==> src/verilog/rfs_regs.svh <==
// Purpose: offsets, fields, reset values and timing counts of the fault
//          supervisor
// Assumes: 32-bit Avalon-MM word addressing by byte address
// Notes:   definitions only
`ifndef RFS_REGS_SVH
`define RFS_REGS_SVH

`define RFS_ADDR_W          4
`define RFS_OFF_STATUS      4'h0
`define RFS_OFF_IRQ_CLR     4'h4
`define RFS_OFF_IRQ_EN      4'h8
`define RFS_OFF_CTRL        4'hC

`define RFS_EVT_W           6
`define RFS_EVT_HICCUP      0
`define RFS_EVT_DIODE       1
`define RFS_EVT_SWSHORT     2
`define RFS_EVT_PREOV       3
`define RFS_EVT_PUMP        4
`define RFS_EVT_LOWUV       5

`define RFS_CTRL_W          8
`define RFS_CTRL_RESET      8'h00
`define RFS_CNT_W           6
`define RFS_OC_LIMIT_LOW    6'h0F
`define RFS_OC_LIMIT_HIGH   6'h3C
`define RFS_CNT_ZERO        6'h00
`define RFS_CNT_ONE         6'h01

// default oscillator frequency and the divider from the 40 MHz clock
`define RFS_CLK_HZ          40000000
`define RFS_DEF_OSC_HZ      900000
`define RFS_DIV_W           6
`define RFS_DIV_ONE         6'h01
`define RFS_DIV_ZERO        6'h00

// hiccup off time, in switching cycles
`define RFS_HICCUP_CYC_W    8
`define RFS_HICCUP_CYC      8'h40
`define RFS_HCC_ZERO        8'h00
`define RFS_HCC_ONE         8'h01

`define RFS_WORD_ZERO       32'h0000_0000

`endif

==> src/verilog/rfs_pkg.sv <==
// Purpose: shared types of the fault supervisor
// Assumes: nothing
// Notes:   constants live in rfs_regs.svh
package rfs_pkg;

	typedef enum logic [1:0] {
		RFS_RUN,
		RFS_HICCUP,
		RFS_LATCHED
	} rfs_state_e;

endpackage : rfs_pkg

==> src/verilog/rfs_event_sync.sv <==
// Purpose: sticky event status with enable and write-one clear
// Assumes: one clock, synchronous reset
// Notes:   a set wins over a clear in the same cycle
`timescale 1ns/1ps

module rfs_event_sync #(
	parameter int W = 6
) (
	// clock and reset
	input  wire logic         mclk,
	input  wire logic         sys_rst,
	// event pulses
	input  wire logic [W-1:0] evt_pulse,
	// software side
	input  wire logic [W-1:0] clr_bits,
	input  wire logic         clr_we,
	input  wire logic [W-1:0] en_bits,
	// results
	output logic      [W-1:0] status,
	output logic              irq
);

	logic [W-1:0] status_ff;

	genvar i;
	generate
		for (i = 0; i < W; i++)
		begin : g_bit
			always_ff @(posedge mclk)
			begin
				if (sys_rst)
					status_ff[i] <= 1'b0;
				else if (evt_pulse[i])
					status_ff[i] <= 1'b1;
				else if (clr_we && clr_bits[i])
					status_ff[i] <= 1'b0;
			end
		end
	endgenerate

	assign status = status_ff;
	assign irq    = |(status_ff & en_bits);

endmodule : rfs_event_sync

==> src/verilog/rfs_supervisor.sv <==
// Purpose: fault supervisor of a switching pre-regulator and two LDOs
// Assumes: comparator flags arrive synchronous to mclk (40 MHz)
// Notes:   registers over Avalon-MM, one wait state on every access
`timescale 1ns/1ps
`include "rfs_regs.svh"

//////////////////////////////////////////////////////////////////////////////
module rfs_supervisor #(
	parameter int OC_LOW_LIMIT  = 15,
	parameter int OC_HIGH_LIMIT = 60
) (
	// clock and reset
	input  wire logic                   mclk,
	input  wire logic                   sys_rst,
	// Avalon-MM slave
	input  wire logic [`RFS_ADDR_W-1:0] avs_address,
	input  wire logic                   avs_read,
	input  wire logic                   avs_write,
	input  wire logic [31:0]            avs_writedata,
	input  wire logic [3:0]             avs_byteenable,
	output logic      [31:0]            avs_readdata,
	output logic                        avs_waitrequest,
	// supply and enable
	input  wire logic                   battery_enable_in,
	input  wire logic                   supply_ok_in,
	// pre-regulator comparators
	input  wire logic                   overcurrent_event,
	input  wire logic                   pre_reg_out_low,
	input  wire logic                   err_amp_max,
	input  wire logic                   pre_reg_overvoltage_flag,
	// switch node and diode
	input  wire logic                   switch_node_short,
	input  wire logic                   catch_diode_missing,
	// charge pump
	input  wire logic                   pump_overvoltage,
	input  wire logic                   charge_pump_rail_open,
	input  wire logic                   pump_cap_pin_a_fault,
	input  wire logic                   pump_cap_pin_b_open,
	// rails and frequency pin
	input  wire logic                   low_ldo_rail_uv,
	input  wire logic                   low_ldo_rail_uv_low,
	input  wire logic                   low_ldo_rail_oc,
	input  wire logic                   high_ldo_rail_fault,
	input  wire logic                   freq_set_sync_pin_bad,
	input  wire logic                   freq_set_sync_pin_clk,
	// regulator control
	output logic                        pre_regulator_en,
	output logic                        ldo_en,
	output logic                        switch_node_gate,
	output logic                        default_osc_clk,
	output logic                        master_fault_reset,
	output logic                        power_on_reset_out,
	output logic                        pump_undervoltage_flag,
	output logic                        irq
);

	//////////////////////////////////////////////////////////////////////
	// local constants
	localparam logic [`RFS_DIV_W-1:0] DIV_HALF =
		`RFS_DIV_W'(`RFS_CLK_HZ / (2 * `RFS_DEF_OSC_HZ));
	localparam logic [`RFS_CNT_W-1:0] LIM_LOW  =
		`RFS_CNT_W'(OC_LOW_LIMIT);
	localparam logic [`RFS_CNT_W-1:0] LIM_HIGH =
		`RFS_CNT_W'(OC_HIGH_LIMIT);

	rfs_pkg::rfs_state_e state_ff;
	rfs_pkg::rfs_state_e nxt_state;

	logic [`RFS_CNT_W-1:0]        oc_cnt_ff;
	logic [`RFS_HICCUP_CYC_W-1:0] hiccup_cnt_ff;
	logic [`RFS_DIV_W-1:0]        div_ff;
	logic                         osc_ff;
	logic                         osc_prev_ff;
	logic                         cyc_oc_ff;
	logic                         latch_ff;
	logic                         hard_latch_ff;
	logic                         enable_prev_ff;
	logic                         supply_prev_ff;
	logic                         waitreq_ff;
	logic [31:0]                  rdata_ff;
	logic [`RFS_CTRL_W-1:0]       ctrl_ff;
	logic [`RFS_EVT_W-1:0]        irq_en_ff;
	logic                         lowuv_prev_ff;
	logic                         pump_prev_ff;

	logic                         cycle_end;
	logic                         osc_rise;
	logic                         sel_clk;
	logic                         oc_counted;
	logic [`RFS_CNT_W-1:0]        oc_limit;
	logic                         hiccup_hit;
	logic                         latch_set;
	logic                         latch_clr;
	logic                         pump_uv;
	logic                         nonlatch_fault;
	logic                         low_rail_bad;
	logic                         run_ok;
	logic [`RFS_EVT_W-1:0]        evt;
	logic [`RFS_EVT_W-1:0]        status;
	logic                         bus_go;
	logic                         clr_we;

	//////////////////////////////////////////////////////////////////////
	// oscillator: default 900 kHz unless the pin gives a clock
	always_ff @(posedge mclk)
	begin
		if (sys_rst)
		begin
			div_ff <= `RFS_DIV_ZERO;
			osc_ff <= 1'b0;
		end
		else if (div_ff == DIV_HALF - `RFS_DIV_ONE)
		begin
			div_ff <= `RFS_DIV_ZERO;
			osc_ff <= ~osc_ff;
		end
		else
			div_ff <= div_ff + `RFS_DIV_ONE;
	end

	// pin clock used only when the pin is healthy
	assign sel_clk = freq_set_sync_pin_bad ? osc_ff
		: freq_set_sync_pin_clk;

	always_ff @(posedge mclk)
	begin
		if (sys_rst)
			osc_prev_ff <= 1'b0;
		else
			osc_prev_ff <= sel_clk;
	end

	assign osc_rise        = sel_clk & ~osc_prev_ff;
	assign cycle_end       = osc_rise;
	assign default_osc_clk = osc_ff;

	//////////////////////////////////////////////////////////////////////
	// overcurrent in this switching cycle; on-pulse ends at the limit
	always_ff @(posedge mclk)
	begin
		if (sys_rst)
			cyc_oc_ff <= 1'b0;
		else if (cycle_end)
			cyc_oc_ff <= 1'b0;
		else if (overcurrent_event)
			cyc_oc_ff <= 1'b1;
	end

	assign switch_node_gate = pre_regulator_en & ~cyc_oc_ff
		& ~overcurrent_event & ~osc_rise;

	//////////////////////////////////////////////////////////////////////
	// counted events only with the error amplifier at its maximum
	assign oc_counted = cycle_end & cyc_oc_ff & err_amp_max;
	assign oc_limit   = pre_reg_out_low ? LIM_LOW : LIM_HIGH;
	assign hiccup_hit = oc_counted
		&& (oc_cnt_ff + `RFS_CNT_ONE >= oc_limit);

	always_ff @(posedge mclk)
	begin
		if (sys_rst)
			oc_cnt_ff <= `RFS_CNT_ZERO;
		else if (hiccup_hit || (cycle_end && !cyc_oc_ff))
			oc_cnt_ff <= `RFS_CNT_ZERO;
		else if (oc_counted)
			oc_cnt_ff <= oc_cnt_ff + `RFS_CNT_ONE;
	end

	//////////////////////////////////////////////////////////////////////
	// latched faults and the edges that clear them
	assign latch_set = catch_diode_missing
		| switch_node_short
		| pre_reg_overvoltage_flag;

	always_ff @(posedge mclk)
	begin
		if (sys_rst)
		begin
			enable_prev_ff <= 1'b0;
			supply_prev_ff <= 1'b0;
		end
		else
		begin
			enable_prev_ff <= battery_enable_in;
			supply_prev_ff <= supply_ok_in;
		end
	end

	assign latch_clr = (enable_prev_ff & ~battery_enable_in)
		| (supply_prev_ff & ~supply_ok_in);

	always_ff @(posedge mclk)
	begin
		if (sys_rst)
			latch_ff <= 1'b0;
		else if (latch_set)
			latch_ff <= 1'b1;
		else if (latch_clr)
			latch_ff <= 1'b0;
	end

	// only diode and switch-node latches hold the reset output low
	always_ff @(posedge mclk)
	begin
		if (sys_rst)
			hard_latch_ff <= 1'b0;
		else if (catch_diode_missing | switch_node_short)
			hard_latch_ff <= 1'b1;
		else if (latch_clr)
			hard_latch_ff <= 1'b0;
	end

	//////////////////////////////////////////////////////////////////////
	// non-latched master faults
	assign pump_uv = charge_pump_rail_open | pump_cap_pin_a_fault
		| pump_cap_pin_b_open;
	assign pump_undervoltage_flag = pump_uv;
	assign nonlatch_fault = pump_uv | pump_overvoltage;

	assign master_fault_reset = latch_ff | latch_set
		| nonlatch_fault;

	//////////////////////////////////////////////////////////////////////
	// hiccup and run state
	always_comb
	begin
		nxt_state = state_ff;
		case (state_ff)
			rfs_pkg::RFS_RUN:
			begin
				if (latch_set)
					nxt_state = rfs_pkg::RFS_LATCHED;
				else if (hiccup_hit)
					nxt_state = rfs_pkg::RFS_HICCUP;
			end
			rfs_pkg::RFS_HICCUP:
			begin
				if (latch_set)
					nxt_state = rfs_pkg::RFS_LATCHED;
				else if (cycle_end && hiccup_cnt_ff == `RFS_HCC_ZERO)
					nxt_state = rfs_pkg::RFS_RUN;
			end
			rfs_pkg::RFS_LATCHED:
			begin
				if (!latch_set && latch_clr)
					nxt_state = rfs_pkg::RFS_RUN;
			end
			default:
				nxt_state = rfs_pkg::RFS_RUN;
		endcase
	end

	always_ff @(posedge mclk)
	begin
		if (sys_rst)
			state_ff <= rfs_pkg::RFS_RUN;
		else
			state_ff <= nxt_state;
	end

	always_ff @(posedge mclk)
	begin
		if (sys_rst)
			hiccup_cnt_ff <= `RFS_HCC_ZERO;
		else if (hiccup_hit)
			hiccup_cnt_ff <= `RFS_HICCUP_CYC;
		else if (cycle_end && hiccup_cnt_ff != `RFS_HCC_ZERO)
			hiccup_cnt_ff <= hiccup_cnt_ff - `RFS_HCC_ONE;
	end

	assign run_ok = battery_enable_in & supply_ok_in & ~master_fault_reset
		& (state_ff == rfs_pkg::RFS_RUN);
	assign pre_regulator_en = run_ok;
	assign ldo_en           = run_ok;

	//////////////////////////////////////////////////////////////////////
	// reset output follows the low rail, forced low by hard latches
	assign low_rail_bad = low_ldo_rail_uv
		| (low_ldo_rail_oc & low_ldo_rail_uv_low);

	always_ff @(posedge mclk)
	begin
		if (sys_rst)
			power_on_reset_out <= 1'b0;
		else
			power_on_reset_out <= ~(low_rail_bad | catch_diode_missing
				| switch_node_short | hard_latch_ff);
	end

	//////////////////////////////////////////////////////////////////////
	// events
	always_ff @(posedge mclk)
	begin
		if (sys_rst)
		begin
			lowuv_prev_ff <= 1'b0;
			pump_prev_ff  <= 1'b0;
		end
		else
		begin
			lowuv_prev_ff <= low_rail_bad;
			pump_prev_ff  <= nonlatch_fault;
		end
	end

	always_comb
	begin
		evt                    = {`RFS_EVT_W{1'b0}};
		evt[`RFS_EVT_HICCUP]  = hiccup_hit;
		evt[`RFS_EVT_DIODE]   = catch_diode_missing;
		evt[`RFS_EVT_SWSHORT] = switch_node_short;
		evt[`RFS_EVT_PREOV]   = pre_reg_overvoltage_flag;
		evt[`RFS_EVT_PUMP]    = nonlatch_fault & ~pump_prev_ff;
		evt[`RFS_EVT_LOWUV]   = low_rail_bad & ~lowuv_prev_ff;
	end

	assign bus_go = (avs_read | avs_write) & ~waitreq_ff;
	assign clr_we = bus_go & avs_write & avs_byteenable[0]
		& (avs_address == `RFS_OFF_IRQ_CLR);

	rfs_event_sync #(
		.W (`RFS_EVT_W)
	) u_events (
		.mclk      (mclk),
		.sys_rst   (sys_rst),
		.evt_pulse (evt),
		.clr_bits  (avs_writedata[`RFS_EVT_W-1:0]),
		.clr_we    (clr_we),
		.en_bits   (irq_en_ff),
		.status    (status),
		.irq       (irq)
	);

	//////////////////////////////////////////////////////////////////////
	// Avalon-MM slave: waitrequest high first cycle, low on the second
	always_ff @(posedge mclk)
	begin
		if (sys_rst)
			waitreq_ff <= 1'b1;
		else if ((avs_read | avs_write) && waitreq_ff)
			waitreq_ff <= 1'b0;
		else
			waitreq_ff <= 1'b1;
	end

	assign avs_waitrequest = waitreq_ff;

	always_ff @(posedge mclk)
	begin
		if (sys_rst)
		begin
			irq_en_ff <= {`RFS_EVT_W{1'b0}};
			ctrl_ff   <= `RFS_CTRL_RESET;
		end
		else if (bus_go && avs_write && avs_byteenable[0])
		begin
			if (avs_address == `RFS_OFF_IRQ_EN)
				irq_en_ff <= avs_writedata[`RFS_EVT_W-1:0];
			if (avs_address == `RFS_OFF_CTRL)
				ctrl_ff <= avs_writedata[`RFS_CTRL_W-1:0];
		end
	end

	always_ff @(posedge mclk)
	begin
		if (sys_rst)
			rdata_ff <= `RFS_WORD_ZERO;
		else if (avs_read && waitreq_ff)
		begin
			case (avs_address)
				`RFS_OFF_STATUS:
					rdata_ff <= {{(32-`RFS_EVT_W){1'b0}}, status};
				`RFS_OFF_IRQ_EN:
					rdata_ff <= {{(32-`RFS_EVT_W){1'b0}}, irq_en_ff};
				`RFS_OFF_CTRL:
					rdata_ff <= {{(32-`RFS_CTRL_W-4){1'b0}},
						power_on_reset_out, latch_ff,
						state_ff == rfs_pkg::RFS_HICCUP,
						master_fault_reset, ctrl_ff};
				default:
					rdata_ff <= `RFS_WORD_ZERO;
			endcase
		end
	end

	// read data valid at the edge where waitrequest is low
	assign avs_readdata = rdata_ff;

endmodule : rfs_supervisor

==> config.mk <==
export PLATFORM = sky130hd
export DESIGN_NAME = rfs_supervisor
export DESIGN_NICKNAME = d
export VERILOG_FILES = /design/src/verilog/rfs_pkg.sv /design/src/verilog/rfs_event_sync.sv /design/src/verilog/rfs_supervisor.sv
export VERILOG_INCLUDE_DIRS = /design/src /design/src/verilog
export SDC_FILE = /design/constraint.sdc
export NUM_CORES = 1
export LEC_CHECK = 0
export ABC_AREA = 1
export BUFFER_PORTS_ARGS = -buffer_cell sky130_fd_sc_hd__buf_2
export CORE_ASPECT_RATIO = 2
export CORE_UTILIZATION = 46
export CTS_BUF_LIST = sky130_fd_sc_hd__clkbuf_4 sky130_fd_sc_hd__clkbuf_8 sky130_fd_sc_hd__clkbuf_16
export DETAILED_ROUTE_END_ITERATION = 10
export PLACE_DENSITY_LB_ADDON = 0.15
export SLEW_MARGIN = 20
export SYNTH_ARGS = -nofsm -noshare
export SYNTH_HDL_FRONTEND = slang
export SYNTH_SLANG_ARGS = --single-unit
export TNS_END_PERCENT = 5
==> constraint.sdc <==
create_clock -name mclk -period 1.73 [get_ports mclk]
set_input_delay 0.173 -clock mclk [delete_from_list [all_inputs] [get_ports mclk]]
set_output_delay 0.173 -clock mclk [all_outputs]
set_load 0.005 [all_outputs]
==> run metrics, run 1 <==
status=complete, but fails checks; failing checks=setup timing; Routed Antenna Nets=0; Tmin final=about 1900 ps; port bufs=54; Clock transition at path regs=50 ps; final setup violating endpoints=16; GR Util All Layers=about a fifth; First-pass DRT Iterations=4; CP required=1990 ps; r2r setup slk=-170 ps; largest net degree at the start of global routing=25; clock buffer depth=2; first-pass GRT wire length=around 11000 um; Buf/Inv on CP=1; M2 GR Usage=between 30% and 40%; Synth area leader=dfxtp_1; 1st-iter DRT viols=about 130; CTS sink count=65; WL/cell=approximately 11 um; via/cell ratio=4.72; sequential area share after synthesis=about two fifths; Final GP Congestion=slightly below 0.8; GR met3 Demand/Resource=around 5.3%; Post-CTS Hold Fix Bufs=0; placed insts=589; synthesis-stage register bit count=65; commonest non-fill, non-tap cell in the layout=nand2_1; # IOs=roughly 100; final HPWL from detailed placement=~5300 um; leading cell types in the layout, fill and taps excluded=nand2_1, dfxtp_1, buf_2; maxcap violations=0; dpl ws=-199 ps; antenna cell count=0; RSZ-0062 raised after global routing=yes; worst hold path type=primary input to register; number of global-route vias before repair=between 2000 and 3000; Die Height=approximately 120 um; full die area=~0.0073 mm^2; hold path depth=3; via count=2863; Rows=42; cell family with most CP delay=simple AND/OR/NAND/NOR gates; DIE WIDTH=60.9 um; Leak=approximately 1.9 nW; initial antenna violation count=0; crit path max fanout=4; Clock Skew=between 3 and 4 ps; Mapped Area=0.00320 mm^2; final WL=approximately 6900 um; final hold vios=0; most frequent CP cell=nand2_1; Core Box Area=approximately 0.0067 mm^2; Startpoint Class=register; post-synth cell types=37; crit-path cells=nand3_2 -> nor2_1 -> nand2_1 -> xnor2_2 -> ha_1 -> nand2_1 -> nand3b_1 -> nor2_1 -> nand2_1 -> nand2_2 -> buf_4 -> nand2_1 -> a21oi_1; worst reg2reg path depth=13; Gate Count Post-Synth=442; M1 GR Usage=20.3%; slowest library cell on the worst path=dfxtp_4; ratio of cells with drive above 1 in the final layout=a little under a quarter; area grow syn2layout=22.6%; Worst path depth=13; crit-path max cell delay=~370 ps; Nets=slightly below 600; Worst Slack Setup Final=-173 ps; WP data arrival=between 2000 and 2500 ps; Worst IR Drop VDD=about 0.75 mV; worst setup path category=register to register; grt total ovfl=0; PwrDens=around 900 mW/mm^2; clk root buf=clkbuf_16; Residual DRC=0; H-tree levels=3; area share of the largest cell type after synthesis=about two fifths; insertion delay to the later sink of the worst-skew pair=~320 ps; clock buffers created by TritonCTS=9; Initial Util=a little under half; syn avg cell area=~7.2 um^2; Warnings, synthesis=0; dominant cells by area after synthesis=dfxtp_1, nand2_1, a21oi_1, nor2_1, inv_1; total power=3.54 mW; Critical Path End Type=register; fillcell total=roughly 670; Final Max Tran Viols=0; layer carrying the most global-route usage=met2; CTS tree=built; final std cells w/o fill=between 600 and 700; crit share post-route=110%; Max Clk Rate=around 0.53 GHz
layout make-up:
class / count / area [um^2] / area share [%]
sequential: 65 / 1310 / 33.4
clock inverter: 6 / 57.6 / 1.47
tap: 88 / 110 / 2.81
multi-input combinational: 313 / 1600 / 40.8
clock buffer: 10 / 239 / 6.10
inverter: 54 / 203 / 5.17
timing repair buffer: 71 / 402 / 10.2
registers in the layout, summed over array words and instances, names as in the netlist, 2 cells and up:
register         flops
avs_readdata        12
ctrl_ff              8
div_ff               6
hiccup_cnt_ff        8
irq_en_ff            6
oc_cnt_ff            6
state_ff             2
u_events.status      6
kinds of logic (layout without fill, tap and decap cells):
family	after synthesis	count (layout)	synth area share [%]
AND/OR/NAND/NOR	203	203	28.1
XOR/XNOR	7	7	1.92
AO/OA/AOI/OAI	73	73	12.5
buffers and inverters	83	141	12.8
multiplexers	1	1	0.313
flip-flops	65	65	40.7
adder cells (fa/ha/maj)	9	9	3.52
other	1	20	0.117
power by group:
part | switching, mW | internal (mW) | total (mW)
sequential | 0.0246 | 1.53 | 1.56
combinational | 0.145 | 0.0854 | 0.231
clock | 0.613 | 1.14 | 1.75
cell usage after synthesis, drive strengths merged:
| cell | count |
|---|---|
| mux2i | 1 |
| nand3 | 20 |
| conb | 1 |
| a221oi | 1 |
| o22ai | 2 |
| nand2 | 112 |
| ha | 9 |
| o211ai | 2 |
| clkbuf | 5 |
| or2 | 3 |
| xnor2 | 1 |
| nand3b | 2 |
| o21ai | 23 |
| buf | 24 |
| dfxtp | 65 |
| nor3 | 6 |
| nor3b | 1 |
| nor2 | 50 |
| a21oi | 45 |
| inv | 54 |
| and2 | 1 |
| xor2 | 6 |
| and3 | 1 |
| nand4 | 7 |
worst paths after layout:
kind	from	end
worst max-delay path	oc_cnt_ff[1]$_SDFFE_PP0P_	state_ff[0]$_SDFFE_PP0P_
worst max register to register	oc_cnt_ff[1]$_SDFFE_PP0P_	state_ff[0]$_SDFFE_PP0P_
worst min register to register	lowuv_prev_ff$_SDFF_PP0_	u_events.status[5]$_SDFFE_PP0P_
worst min-delay path	avs_writedata[6]	ctrl_ff[6]$_SDFFE_PP0P_
worst register-to-register path, stage by stage, from the launching register on:
cell	delay [ps]
dfxtp_4	370
nand3_2	90
nor2_1	90
nand2_1	90
xnor2_2	160
ha_1	310
nand2_1	50
nand3b_1	140
nor2_1	90
nand2_1	100
nand2_2	80
buf_4	100
nand2_1	40
a21oi_1	110
stage by stage:
step           util, %  instance area (um^2)  setup TNS [ps]  hold slack (ps)
2_1_floorplan        -                  3290            -275              289
3_3_place_gp      53.6                  3570           -1820              394
3_5_place_dp      53.6                  3570           -2540              404
4_1_cts           58.6                  3910           -2050             67.6
5_1_grt           58.7                  3920           -5420             66.9
6_report          58.7                  3920           -2620             76.1
routing by layer:
layer  share of wire [%]  wire [um]  vias up
met5                   0          0        -
met4                 3.4        233        0
li1                    -          -     1513
met1                  37       2540     1291
met3                 2.8        193       13
met2                  57       3940       46
what timing repair did:
action,in CTS,in global routing
pin swaps,1,0
hold endpoints to repair,0,0
setup endpoints to repair,16,16
resized for setup,8,1
buffers inserted,1,1
No activity file was read; power rests on OpenSTA's default activity.
==> run 2, diff against run 1 <==
CORE_UTILIZATION = 47   (was 46)
SYNTH_HIERARCHICAL = 1   (was unset)
clock period = 2.21 ns   (was 1.73 ns; I/O delays follow)
==> run metrics, run 2 <==
slew margin rel.=roughly two thirds; Clock Skew=5.60 ps (was 3.16 ps); final hold vios=0 (unchanged); # IOs=103 (unchanged); Critical Path End Type=register (unchanged); worst reg2reg path depth=10 (was 13); M1 GR Usage=22.2% (was 20.3%); EDFF count, synth=0 (unchanged); antenna cell count=0 (unchanged); dominant cells by area after synthesis=dfxtp_1, nand2_1, nor2_1, inv_1, buf_4 (was dfxtp_1, nand2_1, a21oi_1, nor2_1, inv_1); CTS tree=built (unchanged); final std cells w/o fill=622 (was 607); slowest library cell on the worst path=dfxtp_1 (was dfxtp_4); First-pass DRT Iterations=4 (unchanged); leading cell types in the layout, fill and taps excluded=nand2_1, nor2_1, dfxtp_1 (was nand2_1, dfxtp_1, buf_2); Final GP Congestion=0.913 (was 0.795); Rows=42 (unchanged); port bufs=54 (unchanged); commonest non-fill, non-tap cell in the layout=nand2_1 (unchanged); mux cell area share after synthesis=0.626% (was 0.313%); most frequent CP cell=nand2_1 (unchanged); initial antenna violation count=0 (unchanged); CTS sink count=65 (unchanged); crit-path max cell delay=390 ps (was 370 ps); final WL=7210 um (was 6910 um); Gate Count Post-Synth=464 (was 442); GR met3 Demand/Resource=6.46% (was 5.28%); sequential area share after synthesis=40.7% (unchanged); Worst IR Drop VDD=0.603 mV (was 0.751 mV); Residual DRC=0 (unchanged); clock buffers created by TritonCTS=9 (unchanged); final HPWL from detailed placement=5670 um (was 5290 um); status=finished, final reports clean (was complete, but fails checks); Warnings, synthesis=6 (was 0); final setup violating endpoints=0 (was 16); Leak=1.86 nW (about the same); Startpoint Class=register (unchanged); post-synth cell types=29 (was 37); clock buffer depth=2 (unchanged); ys flop type=dfxtp_1 (unchanged); GR Util All Layers=22.5% (was 21.3%); compound-cell area share of the yosys netlist=9.39% (was 12.5%); crit path max fanout=6 (was 4); first-pass GRT wire length=11800 um (was 11500 um); largest net degree at the start of global routing=26 (was 25); worst hold path type=primary input to register (unchanged); insertion delay to the later sink of the worst-skew pair=330 ps (was 320 ps); placed insts=605 (was 589); Final Max Tran Viols=0 (unchanged); Nets=599 (was 585); grt total ovfl=0 (unchanged); crit-path cells=nand4_1 -> o21ai_0 -> nand2_1 -> ha_1 -> nand2_1 -> nand3b_1 -> nor2_1 -> nand2_1 -> nand4_1 -> nor2_1 (was nand3_2 -> nor2_1 -> nand2_1 -> xnor2_2 -> ha_1 -> nand2_1 -> nand3b_1 -> nor2_1 -> nand2_1 -> nand2_2 -> buf_4 -> nand2_1 -> a21oi_1); WP data arrival=2170 ps (was 2160 ps); clk root buf=clkbuf_16 (unchanged); crit share post-route=88.9% (was 110%); number of global-route vias before repair=2718 (was 2741); Tmin final=1960 ps (was 1900 ps); syn avg cell area=6.89 um^2 (was 7.23 um^2); PwrDens=745 mW/mm^2 (was 904 mW/mm^2); 1st-iter DRT viols=141 (was 128); Simple-Gate Fraction of Synth Area=32.3% (was 28.1%); Mapped Area=0.00320 mm^2 (unchanged); Die Height=119 um (was 120 um); area grow syn2layout=20.5% (was 22.6%); WL/cell=11.6 um (was 11.4 um); Slew @ Worst Pin=522 ps; worst setup path category=register to register (unchanged); full die area=0.00716 mm^2 (was 0.00731 mm^2); number of flip-flops in the largest register=12 (unchanged); ys async rst share=0% (unchanged); Core Box Area=0.00657 mm^2 (was 0.00667 mm^2); M2 GR Usage=37.9% (was 39.4%); H-tree levels=3 (unchanged); synthesis-stage register bit count=65 (unchanged); Post-Synth XOR/XNOR Area=1.37% (was 1.92%); via count=2925 (was 2863); most frequent cells after synthesis=nand2_1, nor2_1, dfxtp_1, inv_1, a21oi_1 (was nand2_1, dfxtp_1, nor2_1, inv_1, a21oi_1); most common cell in the netlist=nand2_1 (unchanged); area share of the largest cell type after synthesis=40.7% (unchanged); Clock transition at path regs=50 ps (about the same); Max Clk Rate=0.509 GHz (was 0.525 GHz); Post-Synth Adder-Cell Area=3.13% (was 3.52%); layer carrying the most global-route usage=met2 (unchanged); Initial Util=48.7% (was 47.9%); DIE WIDTH=60.3 um (was 60.9 um); Synth area leader=dfxtp_1 (unchanged); largest family of logic cells by synthesized area=simple AND/OR/NAND/NOR gates (unchanged); ratio of cells with drive above 1 in the final layout=18.5% (was 23.7%); CP required=2420 ps (was 1990 ps); maxcap violations=0 (unchanged); Hold WS=105 ps (was 76.1 ps); via/cell ratio=4.70 (was 4.72); hold path depth=2 (was 3); Routed Antenna Nets=0 (unchanged)
==> run 2: cell types whose count changed in the layout (fill, tap and decap cells not counted), moves of 4 or more <==
| cell | before | now |
|---|---|---|
| nor2_1 | 46 | 71 |
| nand2_1 | 107 | 129 |
| o21ai_1 | 20 | 0 |
| o21ai_0 | 1 | 19 |
| a21oi_1 | 41 | 31 |
| buf_4 | 16 | 7 |
| inv_1 | 45 | 53 |
| inv_2 | 9 | 5 |
| nand2_2 | 5 | 1 |
| nand4_1 | 7 | 3 |
==> run 2: final timing paths <==
kind                                                  from  slack, ps                    endpoint
worst max-delay path             oc_cnt_ff[2]$_SDFFE_PP0P_        250   oc_cnt_ff[0]$_SDFFE_PP0P_
worst min-delay path                              avs_read        100  avs_waitrequest$_SDFF_PP1_
worst max register to register   oc_cnt_ff[2]$_SDFFE_PP0P_        250   oc_cnt_ff[0]$_SDFFE_PP0P_
worst min register to register  avs_waitrequest$_SDFF_PP1_        450  avs_waitrequest$_SDFF_PP1_
==> run 2: layout make-up <==
| type | count | area, um^2 |
|---|---|---|
| fillers | 661 | 2720 |
| multi-input cells | 334 | 1580 |
| flip-flops and latches | 65 | 1300 |
| repair buffers | 61 | 323 |
| clock buffers | 14 | 282 |
| inverters | 58 | 218 |
| well taps | 88 | 110 |
| clock inverters | 2 | 35.0 |
==> run 2: logic make-up after synthesis <==
group,after synthesis
other,1
xor gates and xnor gates,5
DFF,65
muxes,2
buffers and inverters,84
AOI/OAI and AO/OA,56
and+or+nand+nor,243
adders and majority gates,8
==> run 2: critical path, delay by kind of cell, from the launching register on <==
family,cells,cell delay [ps]
flops,1,390
fa+ha+maj,1,300
compound gates,1,170
simple gates,8,980
==> run 2: power by group <==
part	internal (mW)	leakage, nW	switching, mW
logic	0.0644	1.17	0.113
registers	1.20	0.530	0.0178
clock network	0.988	0.160	0.485
total	2.25	1.86	0.616
==> run 2: routing by layer <==
layer	vias up	share of wire, %
li1	1539	-
met1	1292	37
met2	65	54
met3	29	3.0
met4	0	5.2
met5	-	0
==> run 2: stage by stage <==
stage / cell area [um^2] / power [mW] / util [%] / TNS (ps) / setup slack, ps
5_1_grt: 3850 / 2.98 / 58.6 / -3.95 / -3.95
3_3_place_gp: 3520 / 1.41 / 53.5 / 0 / 183
6_report: 3850 / 2.87 / 58.6 / 0 / 245
4_1_cts: 3830 / 2.90 / 58.4 / 0 / 104
3_5_place_dp: 3520 / 1.42 / 53.5 / 0 / 120
2_1_floorplan: 3270 / 1.37 / - / 0 / 424
==> run 2: repair_timing <==
item	CTS	global route
hold buffers	0	0
resized for setup	0	4
buffers inserted	0	1
setup endpoints to repair	0	13
hold endpoints to repair	0	0
